## src/hdl/sar_adc_consts.vh

```
// constants and register map for the sar converter sequencer
// Summary of operation
// result is ten bits wide, giving 1024 codes across the reference range
// code equals 1024*(vin-ref_low_node)/(ref_high_node-ref_low_node), set by comparator decisions
// a conversion begins only on an internal start pulse to the sar logic
// one trial bit per conversion clock, bit 9 first, bit 0 last
// keep trial bit set when comparator says dac below sampled input
// clear trial bit when comparator says dac above sampled input
// after all bits decided the approximation register holds the result
// conversion clock is divided down from the machine clock
// a conversion takes exactly 16 conversion clocks
// software keeps conversion clock period between 1 and 6.25 us
// four-bit prescale field selects one of sixteen conversion clock rates
// conversion clock period is machine clock period times prescale plus one
// machine clock period is 4, 64 or 1024 oscillator periods by divider bits
// machine clock defaults to 4 oscillator periods after reset
// sample-hold samples during the first five conversion clocks
// ten conversion clocks perform the bit decisions
// done flag set on the last conversion clock of a conversion
// reset clears converter power-on, converter stays powered down
// prescaler counter yields one conversion clock per prescale+1 machine clocks
// approximation register keeps last result between conversions
`ifndef SAR_ADC_CONSTS_VH
`define SAR_ADC_CONSTS_VH
// register offsets
`define ADDR_CONTROL       4'h0
`define ADDR_CONVERTER_CTL2 4'h1
`define ADDR_POWER_MGMT    4'h2
`define ADDR_RESULT        4'h3
`define ADDR_STATUS        4'h4
// control register fields
`define CTL_START_BIT      0
`define CTL_DONE_BIT       1
`define CTL_POWER_BIT      2
// power management fields
`define POWER_MGMT_DIV_LO_BIT 0
`define POWER_MGMT_DIV_HI_BIT 1
// reset values
`define CTL_RESET          8'h00
`define CTL2_RESET         8'h00
`define POWER_MGMT_RESET   8'h00
// machine clock ratios for divider codes
`define MCLK_DIV_4         11'h004
`define MCLK_DIV_64        11'h040
`define MCLK_DIV_1024      11'h400
// conversion timing in conversion clocks
`define CONV_TOTAL_CLKS    5'h10
`define CONV_SAMPLE_CLKS   5'h05
`define CONV_SAR_CLKS      5'h0A
`endif

```

## src/hdl/conv_clock_prescaler.v

```verilog
// divider chain: oscillator to machine clock to conversion clock enable
`default_nettype none
module conv_clock_prescaler (
    input  wire       i_clk_sys,
    input  wire       i_rstn,
    input  wire [1:0] i_sys_clock_divider,
    input  wire [3:0] i_conv_clock_prescale,
    output reg        o_mclk_en,
    output reg        o_aclk_en
);
`include "sar_adc_consts.vh"
    reg  [10:0] osc_cnt_reg;
    reg  [3:0]  pre_cnt_reg;
    reg  [10:0] osc_ratio;
    // divider code select, code 00 is the 4-period default
    always @* begin
        case (i_sys_clock_divider)
            2'h0:    osc_ratio = `MCLK_DIV_4;
            2'h1:    osc_ratio = `MCLK_DIV_64;
            default: osc_ratio = `MCLK_DIV_1024;
        endcase
    end
    // machine clock enable from oscillator periods
    always @(posedge i_clk_sys or negedge i_rstn) begin
        if (!i_rstn) begin
            osc_cnt_reg <= 11'h000;
            o_mclk_en   <= 1'b0;
        end else if (osc_cnt_reg >= osc_ratio - 11'h001) begin
            osc_cnt_reg <= 11'h000;
            o_mclk_en   <= 1'b1;
        end else begin
            osc_cnt_reg <= osc_cnt_reg + 11'h001;
            o_mclk_en   <= 1'b0;
        end
    end
    // conversion clock every prescale+1 machine clocks; >= guards a shrunk prescale
    always @(posedge i_clk_sys or negedge i_rstn) begin
        if (!i_rstn) begin
            pre_cnt_reg <= 4'h0;
            o_aclk_en   <= 1'b0;
        end else begin
            o_aclk_en <= 1'b0;
            if (o_mclk_en) begin
                if (pre_cnt_reg >= i_conv_clock_prescale) begin
                    pre_cnt_reg <= 4'h0;
                    o_aclk_en   <= 1'b1;
                end else begin
                    pre_cnt_reg <= pre_cnt_reg + 4'h1;
                end
            end
        end
    end
endmodule // conv_clock_prescaler
`default_nettype wire

```

## src/hdl/sar_adc_sequencer.v

```verilog
// sar converter sequencer with prescaler and register port
//
// The register offsets and the address-and-strobe port were decided locally.
`default_nettype none
module sar_adc_sequencer #(
    parameter RES_BITS = 10
) (
    input  wire                i_clk_sys,
    input  wire                i_rstn,
    input  wire [3:0]          i_addr,
    input  wire [7:0]          i_wdata,
    input  wire                i_wr,
    input  wire                i_rd,
    output reg  [7:0]          o_rdata,
    input  wire                i_comp_dac_below,
    output reg  [RES_BITS-1:0] o_dac_code,
    output reg                 o_sample,
    output reg                 o_converter_power_on,
    output reg                 o_conv_done,
    output reg                 o_busy
);
`include "sar_adc_consts.vh"
    localparam ST_IDLE   = 2'h0;
    localparam ST_SAMPLE = 2'h1;
    localparam ST_SAR    = 2'h2;
    localparam ST_FINISH = 2'h3;
    // index of the first trial bit, sized to the bit counter
    localparam [3:0] MSB_IDX = RES_BITS - 1;

    reg  [1:0]          state_reg;
    reg  [4:0]          clk_cnt_reg;
    reg  [3:0]          bit_idx_reg;
    reg  [RES_BITS-1:0] trial_reg;
    reg  [RES_BITS-1:0] approx_register;
    reg  [3:0]          conv_clock_prescale;
    reg  [1:0]          sys_clock_divider;
    reg                 start_pulse;
    wire                mclk_en;
    wire                aclk_en;
    wire                wr_ctl;

    assign wr_ctl = i_wr && (i_addr == `ADDR_CONTROL);

    // divider chain lives in its own module
    conv_clock_prescaler u_prescaler (
        .i_clk_sys             (i_clk_sys),
        .i_rstn                (i_rstn),
        .i_sys_clock_divider   (sys_clock_divider),
        .i_conv_clock_prescale (conv_clock_prescale),
        .o_mclk_en             (mclk_en),
        .o_aclk_en             (aclk_en)
    );

    // configuration registers; power-on and divider cleared by reset
    always @(posedge i_clk_sys or negedge i_rstn) begin
        if (!i_rstn) begin
            conv_clock_prescale  <= 4'h0;
            sys_clock_divider    <= 2'h0;
            o_converter_power_on <= 1'b0;
        end else if (i_wr) begin
            if (i_addr == `ADDR_CONVERTER_CTL2)
                conv_clock_prescale <= i_wdata[3:0];
            if (i_addr == `ADDR_POWER_MGMT)
                sys_clock_divider <= {i_wdata[`POWER_MGMT_DIV_HI_BIT], i_wdata[`POWER_MGMT_DIV_LO_BIT]};
            if (wr_ctl)
                o_converter_power_on <= i_wdata[`CTL_POWER_BIT];
        end
    end

    // internal start pulse: software start while idle and powered
    always @(posedge i_clk_sys or negedge i_rstn) begin
        if (!i_rstn) begin
            start_pulse <= 1'b0;
        end else if (wr_ctl && i_wdata[`CTL_START_BIT] && o_converter_power_on
                     && state_reg == ST_IDLE && !start_pulse) begin
            start_pulse <= 1'b1;
        end else if (aclk_en || !o_converter_power_on) begin
            start_pulse <= 1'b0;                   // consumed on next conversion clock
        end
    end

    // sequencer: 5 sample + 10 decision + 1 finish clocks = 16
    always @(posedge i_clk_sys or negedge i_rstn) begin
        if (!i_rstn) begin
            state_reg       <= ST_IDLE;
            clk_cnt_reg     <= 5'h00;
            bit_idx_reg     <= 4'h0;
            trial_reg       <= {RES_BITS{1'b0}};
            approx_register <= {RES_BITS{1'b0}};
            o_dac_code      <= {RES_BITS{1'b0}};
            o_sample        <= 1'b0;
            o_busy          <= 1'b0;
        end else if (!o_converter_power_on) begin
            // power-down is the only way to abort a conversion
            state_reg  <= ST_IDLE;
            o_sample   <= 1'b0;
            o_busy     <= 1'b0;
        end else if (aclk_en) begin
            case (state_reg)
                ST_IDLE: begin
                    if (start_pulse) begin
                        state_reg   <= ST_SAMPLE;
                        clk_cnt_reg <= 5'h01;
                        o_sample    <= 1'b1;
                        o_busy      <= 1'b1;
                    end
                end
                ST_SAMPLE: begin
                    if (clk_cnt_reg == `CONV_SAMPLE_CLKS) begin
                        state_reg   <= ST_SAR;
                        o_sample    <= 1'b0;
                        bit_idx_reg <= MSB_IDX;
                        trial_reg   <= {1'b1, {(RES_BITS-1){1'b0}}};
                        o_dac_code  <= {1'b1, {(RES_BITS-1){1'b0}}};
                    end
                    clk_cnt_reg <= clk_cnt_reg + 5'h01;
                end
                ST_SAR: begin
                    // decide current bit, then set the next trial bit
                    clk_cnt_reg <= clk_cnt_reg + 5'h01;
                    if (i_comp_dac_below)
                        trial_reg <= trial_reg;
                    else
                        trial_reg[bit_idx_reg] <= 1'b0;
                    if (bit_idx_reg == 4'h0) begin
                        state_reg <= ST_FINISH;
                        o_dac_code[0] <= i_comp_dac_below;
                        approx_register <= {trial_reg[RES_BITS-1:1], i_comp_dac_below};
                    end else begin
                        bit_idx_reg <= bit_idx_reg - 4'h1;
                        o_dac_code <= (i_comp_dac_below ? trial_reg : (trial_reg & ~({{(RES_BITS-1){1'b0}},1'b1}
                                      << bit_idx_reg))) | ({{(RES_BITS-1){1'b0}},1'b1} << (bit_idx_reg - 4'h1));
                        trial_reg[bit_idx_reg - 4'h1] <= 1'b1;
                    end
                end
                ST_FINISH: begin
                    // sixteenth clock: finish and drop busy
                    state_reg <= ST_IDLE;
                    o_busy    <= 1'b0;
                end
                default: state_reg <= ST_IDLE;
            endcase
        end
    end

    // done flag: set on last conversion clock, software clears; set wins
    always @(posedge i_clk_sys or negedge i_rstn) begin
        if (!i_rstn) begin
            o_conv_done <= 1'b0;
        end else if (aclk_en && o_converter_power_on && state_reg == ST_FINISH) begin
            o_conv_done <= 1'b1;
        end else if (wr_ctl && !i_wdata[`CTL_DONE_BIT]) begin
            o_conv_done <= 1'b0;
        end
    end

    // read port, data one cycle after the strobe; unmapped reads zero
    always @(posedge i_clk_sys or negedge i_rstn) begin
        if (!i_rstn) begin
            o_rdata <= 8'h00;
        end else if (i_rd) begin
            case (i_addr)
                `ADDR_CONTROL:        o_rdata <= {5'h00, o_converter_power_on, o_conv_done, o_busy};
                `ADDR_CONVERTER_CTL2: o_rdata <= {4'h0, conv_clock_prescale};
                `ADDR_POWER_MGMT:     o_rdata <= {6'h00, sys_clock_divider};
                `ADDR_RESULT:         o_rdata <= approx_register[RES_BITS-1:2];
                `ADDR_STATUS:         o_rdata <= {6'h00, approx_register[1:0]};
                default:              o_rdata <= 8'h00;
            endcase
        end else begin
            o_rdata <= 8'h00;
        end
    end
endmodule // sar_adc_sequencer
`default_nettype wire

```

## config.mk

```make
export PLATFORM = sky130hd
export DESIGN_NAME = sar_adc_sequencer
export DESIGN_NICKNAME = d
export VERILOG_FILES = /design/src/hdl/conv_clock_prescaler.v /design/src/hdl/sar_adc_sequencer.v
export VERILOG_INCLUDE_DIRS = /design/src /design/src/hdl
export SDC_FILE = /design/constraint.sdc
export NUM_CORES = 1
export LEC_CHECK = 0
export ABC_AREA = 1
export BUFFER_PORTS_ARGS = -buffer_cell sky130_fd_sc_hd__buf_2
export CAP_MARGIN = 20
export CORE_MARGIN = 2
export CORE_UTILIZATION = 58
export CTS_BUF_LIST = sky130_fd_sc_hd__clkbuf_4
export DETAILED_ROUTE_END_ITERATION = 8
export PLACE_DENSITY_LB_ADDON = 0.12
export SLEW_MARGIN = 20
export SYNTH_ARGS = -nofsm -noshare
export SYNTH_HDL_FRONTEND = slang
export SYNTH_SLANG_ARGS = --single-unit
```

## constraint.sdc

```tcl
create_clock -name i_clk_sys -period 2.3 [get_ports i_clk_sys]
set_input_delay 0 -clock i_clk_sys [delete_from_list [all_inputs] [get_ports i_clk_sys]]
set_output_delay 0 -clock i_clk_sys [all_outputs]
set_load 0.01 [all_outputs]
```

==> flow_summary_export.csv, run 1 <==
group,metric,value,unit
yosys,synth_fp_nets,558,
critical_path,crit_family,"adder cells",
clocking,cts.sinks,77,
placed_design,io_buffers,34,
yosys,syn_inst,517,
timing,finalMaxSlewViolations,0,
route,routed_wl,8310,um
route,via_per_inst,5.10,
yosys,synth_area_per_cell,8.13,um^2
min_path,whs_endpoint,"o_rdata[3]",
timing,setup_tns,0,ns
min_path,hold_depth,5,
critical_path,worstSetupStartpointType,"register",
critical_path,path_cells,"inv_1, ha_1, ha_1, nand2_1, o21ai_0, nand2_1, nand2_1",
yosys,yosys_register_bits,77,
yosys,async_reset_ff_frac,1.00,
yosys,yosysMostFrequentCell,"nand2_1",
route,num_vias,3426,
yosys,syn-cell-area,0.00420,mm^2
clocking,clock_latency,0.43,ns
floorplanning,fp.coreArea,0.00714,mm^2
layout,fin_area,0.00473,mm^2
critical_path,path_buf_inv,1,
power,p_per_area,849,mW/mm^2
clocking,path_clk_slew,0.12,ns
min_path,hp-start,"i_addr[0]",
timing,setup_violations,0,
power,max-vdd-ir-drop,0.000339,V
yosys,synth_top_family_by_area,"simple AND/OR/NAND/NOR gates",
timing,skew,0.0113,ns
yosys,synth_xor_xnor_area_share,0.0208,
critical_path,arrival,2.25,ns
timing,hold_viol,0,
yosys,yosysUniqueCellTypes,32,
critical_path,rr_worst_depth,7,
clocking,cts_buffers,9,
placed_design,dp.cells,644,
critical_path,reg2reg_slack,0.42,ns
placed_design,placed_cell_area,0.00445,mm^2
layout,antenna_cells,0,
layout,fin_util,0.663,
placed_design,dp_hpwl,5920,um
layout,layoutNonFillerInstCount,672,
global_route,grt_max_degree,78,
flow_run,drv_cap,0,
clocking,htree_levels,3,
route,drc_errors,0,
floorplanning,initial_core_util,0.589,
timing,slew_headroom,0.366,
layout,largest_reg_flops,11,
critical_path,crit_type,"register to register",
status,status,"finished clean",
clocking,cts_max_path_buffers,2,
floorplanning,io_pins,39,
yosys,synth_compound_area_frac,0.0971,
floorplanning,fp-row-count,31,
floorplanning,die_h,89.1,um
global_route,grt-ovfl-total,0,
layout,layout.nets,609,
critical_path,r2r-end,"o_dac_code[9]",
timing,min_period,1.88,ns
floorplanning,die_w,89.1,um
global_route,grt_antenna_before_repair,0,
timing,tightest_slew,0.951,ns
global_route,grt_pass1_wl,14200,um
critical_path,crit_path_top_delay_cell,"ha_1",
route,drt_iter0_drc,158,
placed_design,place.gp.congestion,0.924,
power,p_leak,2.39,nW
timing,max_freq,0.533,GHz
min_path,hp-class,"input port to register",
critical_path,path_max_fanout,6,
yosys,synthMuxAreaShare,0,
route,wl_per_cell,12.4,um
yosys,synth_enable_flop_cells,0,
timing,rsz0062_at_grt,"no",
yosys,synth_flop_cell,"dfrtp_1",
yosys,yosys_warnings,0,
yosys,synthAdderAreaFrac,0.0715,
yosys,synth_common_cells,"143 x nand2_1, 77 x dfrtp_1, 72 x inv_1, 46 x o21ai_0, 35 x nand3_1",
route,ant_nets,0,
layout,syn_to_final_growth,12.7,%
floorplanning,design.die.area,0.00794,mm^2
route,first_pass_iters,4,
clocking,cts_tree,"done",
critical_path,slowest_delay,0.46,ns
yosys,yosys.area_share.simple,0.270,
yosys,yosysTopAreaCell,"dfrtp_1",
critical_path,critPathCaptureType,"register",
layout,drive_gt1_frac,0.143,
critical_path,regToRegStartpoint,"bit_idx_reg[0]",
yosys,synth_area_leaders,"dfrtp_1 46%, nand2_1 13%, ha_1 7.1%, inv_1 6.4%, o21ai_0 5.5%",
critical_path,path_common_cell,"nand2_1",
yosys,synth-seq-area-share,0.459,
yosys,synthDominantCellAreaShare,0.459,
global_route,grt_use_total,0.231,
clocking,cts_root_buffer,"clkbuf_4",
critical_path,worst_ep_required_time,2.67,ns
global_route,grt_pass1_vias,3236,
timing,fin_crit_sh,0.816,
final cells by class:
| class | instances | area [um^2] |
|---|---|---|
| Fill cell | 623 | 2400 |
| Multi-Input combinational cell | 357 | 1930 |
| Sequential cell | 77 | 1930 |
| Timing Repair Buffer | 46 | 293 |
| Inverter | 77 | 289 |
| Tap cell | 99 | 124 |
| Clock inverter | 7 | 100 |
| Clock buffer | 9 | 67.6 |
how the worst max path moves through the flow:
stage	startpoint	endpoint	slack (ns)	depth (start not counted)
CTS	sys_clock_divider[1]	u_prescaler.osc_cnt_reg[1]	0.44	9
floorplan	sys_clock_divider[1]	u_prescaler.osc_cnt_reg[2]	0.73	10
global placement	sys_clock_divider[1]	u_prescaler.osc_cnt_reg[0]	0.53	9
finish	bit_idx_reg[0]	o_dac_code[9]	0.42	7
detailed placement	sys_clock_divider[1]	u_prescaler.osc_cnt_reg[0]	0.48	9
global route	sys_clock_divider[1]	u_prescaler.osc_cnt_reg[0]	0.27	9
power by group:
part / total, mW / leakage [nW] / switching, mW / internal, mW
registers: 1.82 / 0.938 / 0.231 / 1.59
clock network: 0.944 / 0.0901 / 0.498 / 0.446
logic: 1.25 / 1.36 / 0.766 / 0.488
total: 4.02 / 2.39 / 1.49 / 2.52
worst register-to-register path, cell delays in order (launching register included):
cell,delay (ns)
dfrtp_1,0.39
inv_1,0.11
ha_1,0.28
ha_1,0.46
nand2_1,0.12
o21ai_0,0.25
nand2_1,0.12
nand2_1,0.08
what timing repair did:
action	CTS	global route
gates resized for setup	0	0
hold endpoints to repair	96	0
endpoints found under the setup margin	0	0
hold buffers	12	0
setup buffers	0	0
cells in the final DEF, fill, tap and decap left out, types with 2 or more instances in the layout:
| master | count |
|---|---|
| a21oi_1 | 18 |
| buf_2 | 33 |
| bufinv_16 | 2 |
| clkbuf_4 | 9 |
| clkinv_4 | 4 |
| dfrtp_1 | 77 |
| dlygate4sd3_1 | 12 |
| ha_1 | 24 |
| inv_1 | 72 |
| inv_2 | 5 |
| nand2_1 | 143 |
| nand2_2 | 3 |
| nand3_1 | 35 |
| nand4_1 | 5 |
| nor2_1 | 29 |
| nor2_2 | 8 |
| nor2_4 | 7 |
| nor3_1 | 6 |
| o21ai_0 | 46 |
| o21bai_1 | 2 |
| o22ai_1 | 4 |
| o31ai_1 | 3 |
| or2_2 | 5 |
| xor2_1 | 9 |
cells by family after synthesis:
family          after synthesis
xor+xnor                     10
buf+inv                      83
fa+ha+maj                    24
compound gates               76
simple gates                246
flops                        77
other cells                   1
stage by stage:
stage | hold WS, ns | power (mW) | setup slack [ns]
2_1_floorplan | -0.296 | 2.76 | 0.726
3_3_place_gp | 0.211 | 3.03 | 0.528
3_5_place_dp | 0.206 | 3.07 | 0.483
4_1_cts | 0.0152 | 4.05 | 0.442
5_1_grt | 0.0440 | 4.35 | 0.274
6_report | 0.0527 | 4.02 | 0.424
layer usage:
layer	track usage	wire length, um
met5	0	0
met4	0.102	194
met3	0.0397	312
met2	0.385	4120
met1	0.295	3680
(Power assumes the default switching activity.)
==> run 2, diff against run 1 <==
Settings changed: ABC_AREA 1 to 0, CORE_UTILIZATION 58 to 56.
Clock period 2.3 ns to 1.6 ns, I/O delays scaled along.
==> flow_summary_export.csv, run 2 <==
group,metric,value,unit
yosys,synth_area_leaders,"dfrtp_1 46%, ha_1 7.2%, mux2_2 5.1%, o21ai_0 2.9%, nand2_1 2.6%",
timing,setup_violations,51,
clocking,cts_tree,"done",
yosys,synth_fp_nets,433,
placed_design,dp_hpwl,7440,um
timing,setup_slack,-0.165,ns
critical_path,arrival,2.11,ns
layout,antenna_cells,0,
layout,syn_to_final_growth,44.7,%
global_route,grt_pass1_wl,18900,um
critical_path,path_max_fanout,5,
layout,fin_area,0.00604,mm^2
critical_path,rr_worst_depth,7,
placed_design,placed_cell_area,0.00509,mm^2
flow_run,drv_cap,0,
min_path,hp-class,"input port to asynchronous set/reset pin",
yosys,syn-cell-area,0.00417,mm^2
route,wl_per_cell,19.3,um
yosys,syn_inst,392,
global_route,grtUsageMet2,0.519,
critical_path,path_buf_inv,3,
global_route,gr-usage-met3,0.0309,
timing,skew,0.0120,ns
critical_path,crit_path_top_delay_cell,"dfrtp_2",
global_route,grt_antenna_before_repair,0,
floorplanning,die_w,90.3,um
clocking,cts_buffers,9,
layout,fin_util,0.837,
floorplanning,die_h,90.3,um
timing,rsz0062_at_grt,"yes",
layout,most-common-layout-cells,"80 x buf_4, 73 x dfrtp_1, 34 x buf_2",
layout,drive_gt1_frac,0.473,
route,num_vias,3769,
floorplanning,initial_core_util,0.578,
timing,fin_crit_sh,1.10,
yosys,synth-seq-area-share,0.462,
critical_path,crit_type,"register to register",
yosys,synth_area_per_cell,10.6,um^2
yosys,synth_enable_flop_cells,0,
placed_design,io_buffers,34,
yosys,yosysUniqueCellTypes,67,
global_route,grt-ovfl-total,0,
clocking,htree_levels,3,
status,violations,"negative setup slack",
floorplanning,design.die.area,0.00816,mm^2
floorplanning,io_pins,39,
power,max-vdd-ir-drop,0.000460,V
layout,fill_cells,375,
route,drt_iter0_drc,171,
route,routed_wl,12300,um
layout,layout.nets,575,
critical_path,r2r-end,"trial_reg[8]",
critical_path,critPathCaptureType,"register",
critical_path,regToRegStartpoint,"state_reg[0]",
route,first_pass_iters,5,
critical_path,worst_ep_required_time,1.95,ns
critical_path,path_cells,"inv_2, ha_4, nand3_4, a211o_4, buf_6, buf_4, o31ai_1",
clocking,path_clk_slew,0.13,ns
floorplanning,fp-row-count,31,
yosys,yosys_register_bits,77,
critical_path,reg2reg_slack,-0.16,ns
yosys,synth_flop_cell,"dfrtp_1",
power,p_leak,2.81,nW
clocking,cts.sinks,77,
global_route,grt_max_degree,35,
global_route,busiest_layer,"met2",
yosys,synth_common_cells,"77 x dfrtp_1, 29 x nand2_1, 24 x ha_1, 24 x o21ai_0, 23 x inv_1",
clocking,cts_root_buffer,"clkbuf_4",
floorplanning,fp.coreArea,0.00721,mm^2
yosys,yosysMostFrequentCell,"dfrtp_1",
placed_design,place.gp.congestion,0.942,
status,status,"finished with violations",
yosys,yosysTopAreaCell,"dfrtp_1",
timing,slew_headroom,0.626,
power,p_per_area,923,mW/mm^2
route,drc_errors,0,
timing,finalMaxSlewViolations,0,
route,via_per_inst,5.91,
clocking,clock_latency,0.43,ns
route,ant_nets,0,
critical_path,worstSetupStartpointType,"register",
global_route,grt_pass1_vias,3913,
timing,hold_viol,0,
timing,max_freq,0.567,GHz
layout,mostFrequentLayoutCell,"buf_4",
layout,largest_reg_flops,11,
clocking,cts_max_path_buffers,2,
timing,tightest_slew,0.558,ns
global_route,grt_use_total,0.290,
yosys,synthDominantCellAreaShare,0.462,
yosys,yosys_warnings,0,
yosys,async_reset_ff_frac,1.00,
global_route,grt_util_met1,0.365,
timing,min_period,1.76,ns
critical_path,slowest_delay,0.47,ns
critical_path,crit_family,"compound AO/OA/AOI/OAI gates",
[run 2: worst max-delay path by stage]
stage,startpoint,end,slack [ns],cells past startpoint
2_1_floorplan,bit_idx_reg[1],o_dac_code[6],-0.11,7
3_3_place_gp,clk_cnt_reg[1],o_dac_code[1],-0.16,7
3_5_place_dp,clk_cnt_reg[1],o_dac_code[6],-0.22,6
4_1_cts,bit_idx_reg[1],o_dac_code[1],-0.13,8
5_1_grt,state_reg[0],trial_reg[8],-0.23,7
6_report,state_reg[0],trial_reg[8],-0.16,7
[run 2: area by class of cell]
| class | count | area [um^2] | share of cell area |
|---|---|---|---|
| clock buffer | 10 | 75.1 | 0.0124 |
| clock inverter | 6 | 111 | 0.0184 |
| inverter | 23 | 86.3 | 0.0143 |
| multi-input combinational | 277 | 2540 | 0.421 |
| sequential | 77 | 1930 | 0.320 |
| tap | 99 | 124 | 0.0205 |
| timing repair buffer | 146 | 1170 | 0.194 |
[run 2: per-stage QoR]
step | hold slack [ns] | total power, mW | instances | TNS (ns) | worst slack [ns]
5_1_grt | 0.0391 | 5.81 | 638 | -6.76 | -0.230
4_1_cts | 0.0236 | 5.33 | 633 | -1.82 | -0.128
6_report | 0.0173 | 5.57 | 638 | -3.69 | -0.165
2_1_floorplan | -0.296 | 3.02 | 392 | -0.669 | -0.105
3_3_place_gp | -0.0588 | 3.46 | 593 | -3.43 | -0.156
3_5_place_dp | -0.0503 | 3.52 | 593 | -5.78 | -0.220
[run 2: cells by family after synthesis]
logic type | share of synthesized area
other cells | 0.000899
compound gates | 0.153
flops | 0.462
fa+ha+maj | 0.0720
mux | 0.0717
buf+inv | 0.0408
simple gates | 0.175
xor+xnor | 0.0249
[run 2: what timing repair did]
action / 4_1_cts / 5_1_grt
resized for setup: 74 / 36
hold buffers: 11 / 0
pin swaps: 32 / 17
cloned: 0 / 1
hold endpoints to repair: 91 / 0
setup buffers: 13 / 6
setup endpoints to repair: 55 / 59
[run 2: worst register-to-register path, cell delays in order, from the launching register on]
cell     delay (ns)
dfrtp_2        0.47
inv_2          0.10
ha_4           0.16
nand3_4        0.11
a211o_4        0.38
buf_6          0.15
buf_4          0.13
o31ai_1        0.18
[run 2: metal layers]
metal	share of wire	wire length (um)
met1	0.41	5050
met2	0.53	6490
met3	0.037	456
met4	0.028	344
met5	0	0
[run 2: report_power, final]
| part | switching [mW] | internal (mW) |
|---|---|---|
| sequential | 0.205 | 2.12 |
| combinational | 0.830 | 0.873 |
| clock | 0.730 | 0.809 |
==> run 3, diff against run 2 <==
Settings changed: GPL_TIMING_DRIVEN set to 0, SLEW_MARGIN 20 to not set.
==> flow_summary_export.csv, run 3 (synthesized netlist as in run 2, its figures left out) <==
group,metric,value,unit
route,wl_per_cell,19.3,um
placed_design,dpl_worst_slack,-0.393,ns
floorplanning,initial_core_util,0.578,
route,drt_iter0_drc,265,
layout,layout.nets,546,
timing,setup_violations,54,
placed_design,dp_hpwl,6280,um
timing,min_period,1.84,ns
critical_path,rr_worst_depth,7,
route,wl_met1,4800,um
layout,fill_cells,398,
placed_design,placed_cell_area,0.00457,mm^2
route,first_pass_iters,5,
route,ant_nets,0,
clocking,clock_latency,0.44,ns
min_path,hp-class,"input port to asynchronous set/reset pin",
route,wl_met2,6070,um
critical_path,worstSetupStartpointType,"register",
global_route,grt-ovfl-total,0,
floorplanning,fp.coreArea,0.00721,mm^2
layout,seqCellArea,0.00194,mm^2
floorplanning,fp-row-count,31,
timing,finalMaxSlewViolations,0,
critical_path,reg2reg_slack,-0.24,ns
critical_path,crit_type,"register to register",
layout,fin_util,0.827,
layout,drive_gt1_frac,0.490,
critical_path,worst_ep_required_time,1.95,ns
critical_path,arrival,2.19,ns
critical_path,regToRegStartpoint,"state_reg[1]",
global_route,grt_max_degree,49,
route,top_layer,"met4",
timing,setup_slack,-0.241,ns
critical_path,r2r-end,"trial_reg[9]",
flow_run,drv_cap,0,
global_route,grt_pass1_vias,3442,
layout,antenna_cells,0,
power,p_per_area,870,mW/mm^2
placed_design,place.gp.congestion,0.891,
floorplanning,die_w,90.3,um
status,status,"finished with violations",
global_route,grt_use_total,0.251,
clocking,cts_max_path_buffers,2,
route,num_vias,3611,
timing,hold_viol,0,
global_route,grt_antenna_before_repair,0,
floorplanning,die_h,90.3,um
timing,skew,0.0162,ns
timing,fin_crit_sh,1.15,
clocking,cts_root_buffer,"clkbuf_4",
floorplanning,io_pins,39,
layout,largest_reg_flops,11,
clocking,cts_tree,"done",
placed_design,io_buffers,32,
clocking,path_clk_slew,0.14,ns
route,via_per_inst,5.93,
layout,multi_input_area,0.00270,mm^2
clocking,cts.sinks,77,
power,p_leak,2.70,nW
clocking,cts_buffers,9,
layout,mostFrequentLayoutCell,"dfrtp_1",
critical_path,critPathCaptureType,"register",
layout,most-common-layout-cells,"70 x dfrtp_1, 47 x buf_4, 31 x buf_2",
route,wl_met3,454,um
critical_path,path_max_fanout,7,
floorplanning,design.die.area,0.00816,mm^2
global_route,grt_pass1_wl,16400,um
timing,rsz0062_at_grt,"yes",
power,max-vdd-ir-drop,0.000427,V
layout,fin_area,0.00596,mm^2
route,drc_errors,0,
status,violations,"negative setup slack",
route,routed_wl,11700,um
clocking,htree_levels,3,
timing,max_freq,0.543,GHz
layout,syn_to_final_growth,43.0,%
==> run 3: cell count changes in the layout (fill, tap and decap cells not counted), sizes merged <==
cell	change
a2bb2oi	+1
clkinv	-2
dlygate4sd3	-1
bufinv	-2
clkbuf	+5
clkinvlp	+5
buf	-35
==> run 3: worst max path at each step <==
| stage | startpoint | to | slack, ns |
|---|---|---|---|
| final | state_reg[1] | trial_reg[9] | -0.24 |
| after global routing | state_reg[1] | trial_reg[9] | -0.33 |
| after CTS | state_reg[0] | o_dac_code[5] | -0.17 |
| after detailed placement | state_reg[0] | o_dac_code[5] | -0.39 |
| after global placement | state_reg[0] | o_dac_code[6] | -0.35 |
| after floorplan | bit_idx_reg[1] | o_dac_code[6] | -0.11 |
==> run 3: per-stage QoR <==
stage               hold WS [ns]  total power, mW  instances  setup TNS, ns
floorplan                 -0.296             3.02        392         -0.669
global placement           0.234             3.24        523          -7.25
detailed placement       -0.0447             3.29        524          -9.02
CTS                       0.0101             4.89        585          -4.11
global route              0.0358             5.45        609         -10.36
finish                   0.00229             5.19        609          -6.38
==> run 3: what timing repair did <==
action                                  4_1_cts  5_1_grt
cloned                                        2        3
hold endpoints to repair                     91        0
pin swaps                                    20       34
gates resized for setup                      59       99
setup buffers                                35       23
endpoints found under the setup margin       56       60
hold buffers                                 10        0
==> run 3: report_power, final <==
| group | switching [mW] | internal, mW |
|---|---|---|
| Combinational | 0.788 | 0.828 |
| Clock | 0.756 | 0.481 |
| Sequential | 0.206 | 2.13 |
| Total | 1.75 | 3.44 |
==> run 3: worst max-delay path, cell delays in order, from the launching register on <==
cell,delay (ns)
dfrtp_1,0.46
inv_2,0.13
ha_4,0.21
buf_4,0.14
nand3_2,0.14
o22ai_2,0.34
o311ai_2,0.20
o21a_1,0.14
==> run 3: area by class of cell <==
class,instances,share of cell area
flip-flops and latches,77,0.325
clock inverters,7,0.0124
clock buffers,9,0.0113
multi-input cells,278,0.453
repair buffers,103,0.138
plain buffers,13,0.0220
well taps,99,0.0208
inverters,23,0.0174
==> run 3: metal layers <==
layer | global-route usage | vias up
met4 | 0.113 | 0
met3 | 0.0434 | 38
met2 | 0.414 | 133
met1 | 0.327 | 1780
met5 | 0 | -
li1 | - | 1660
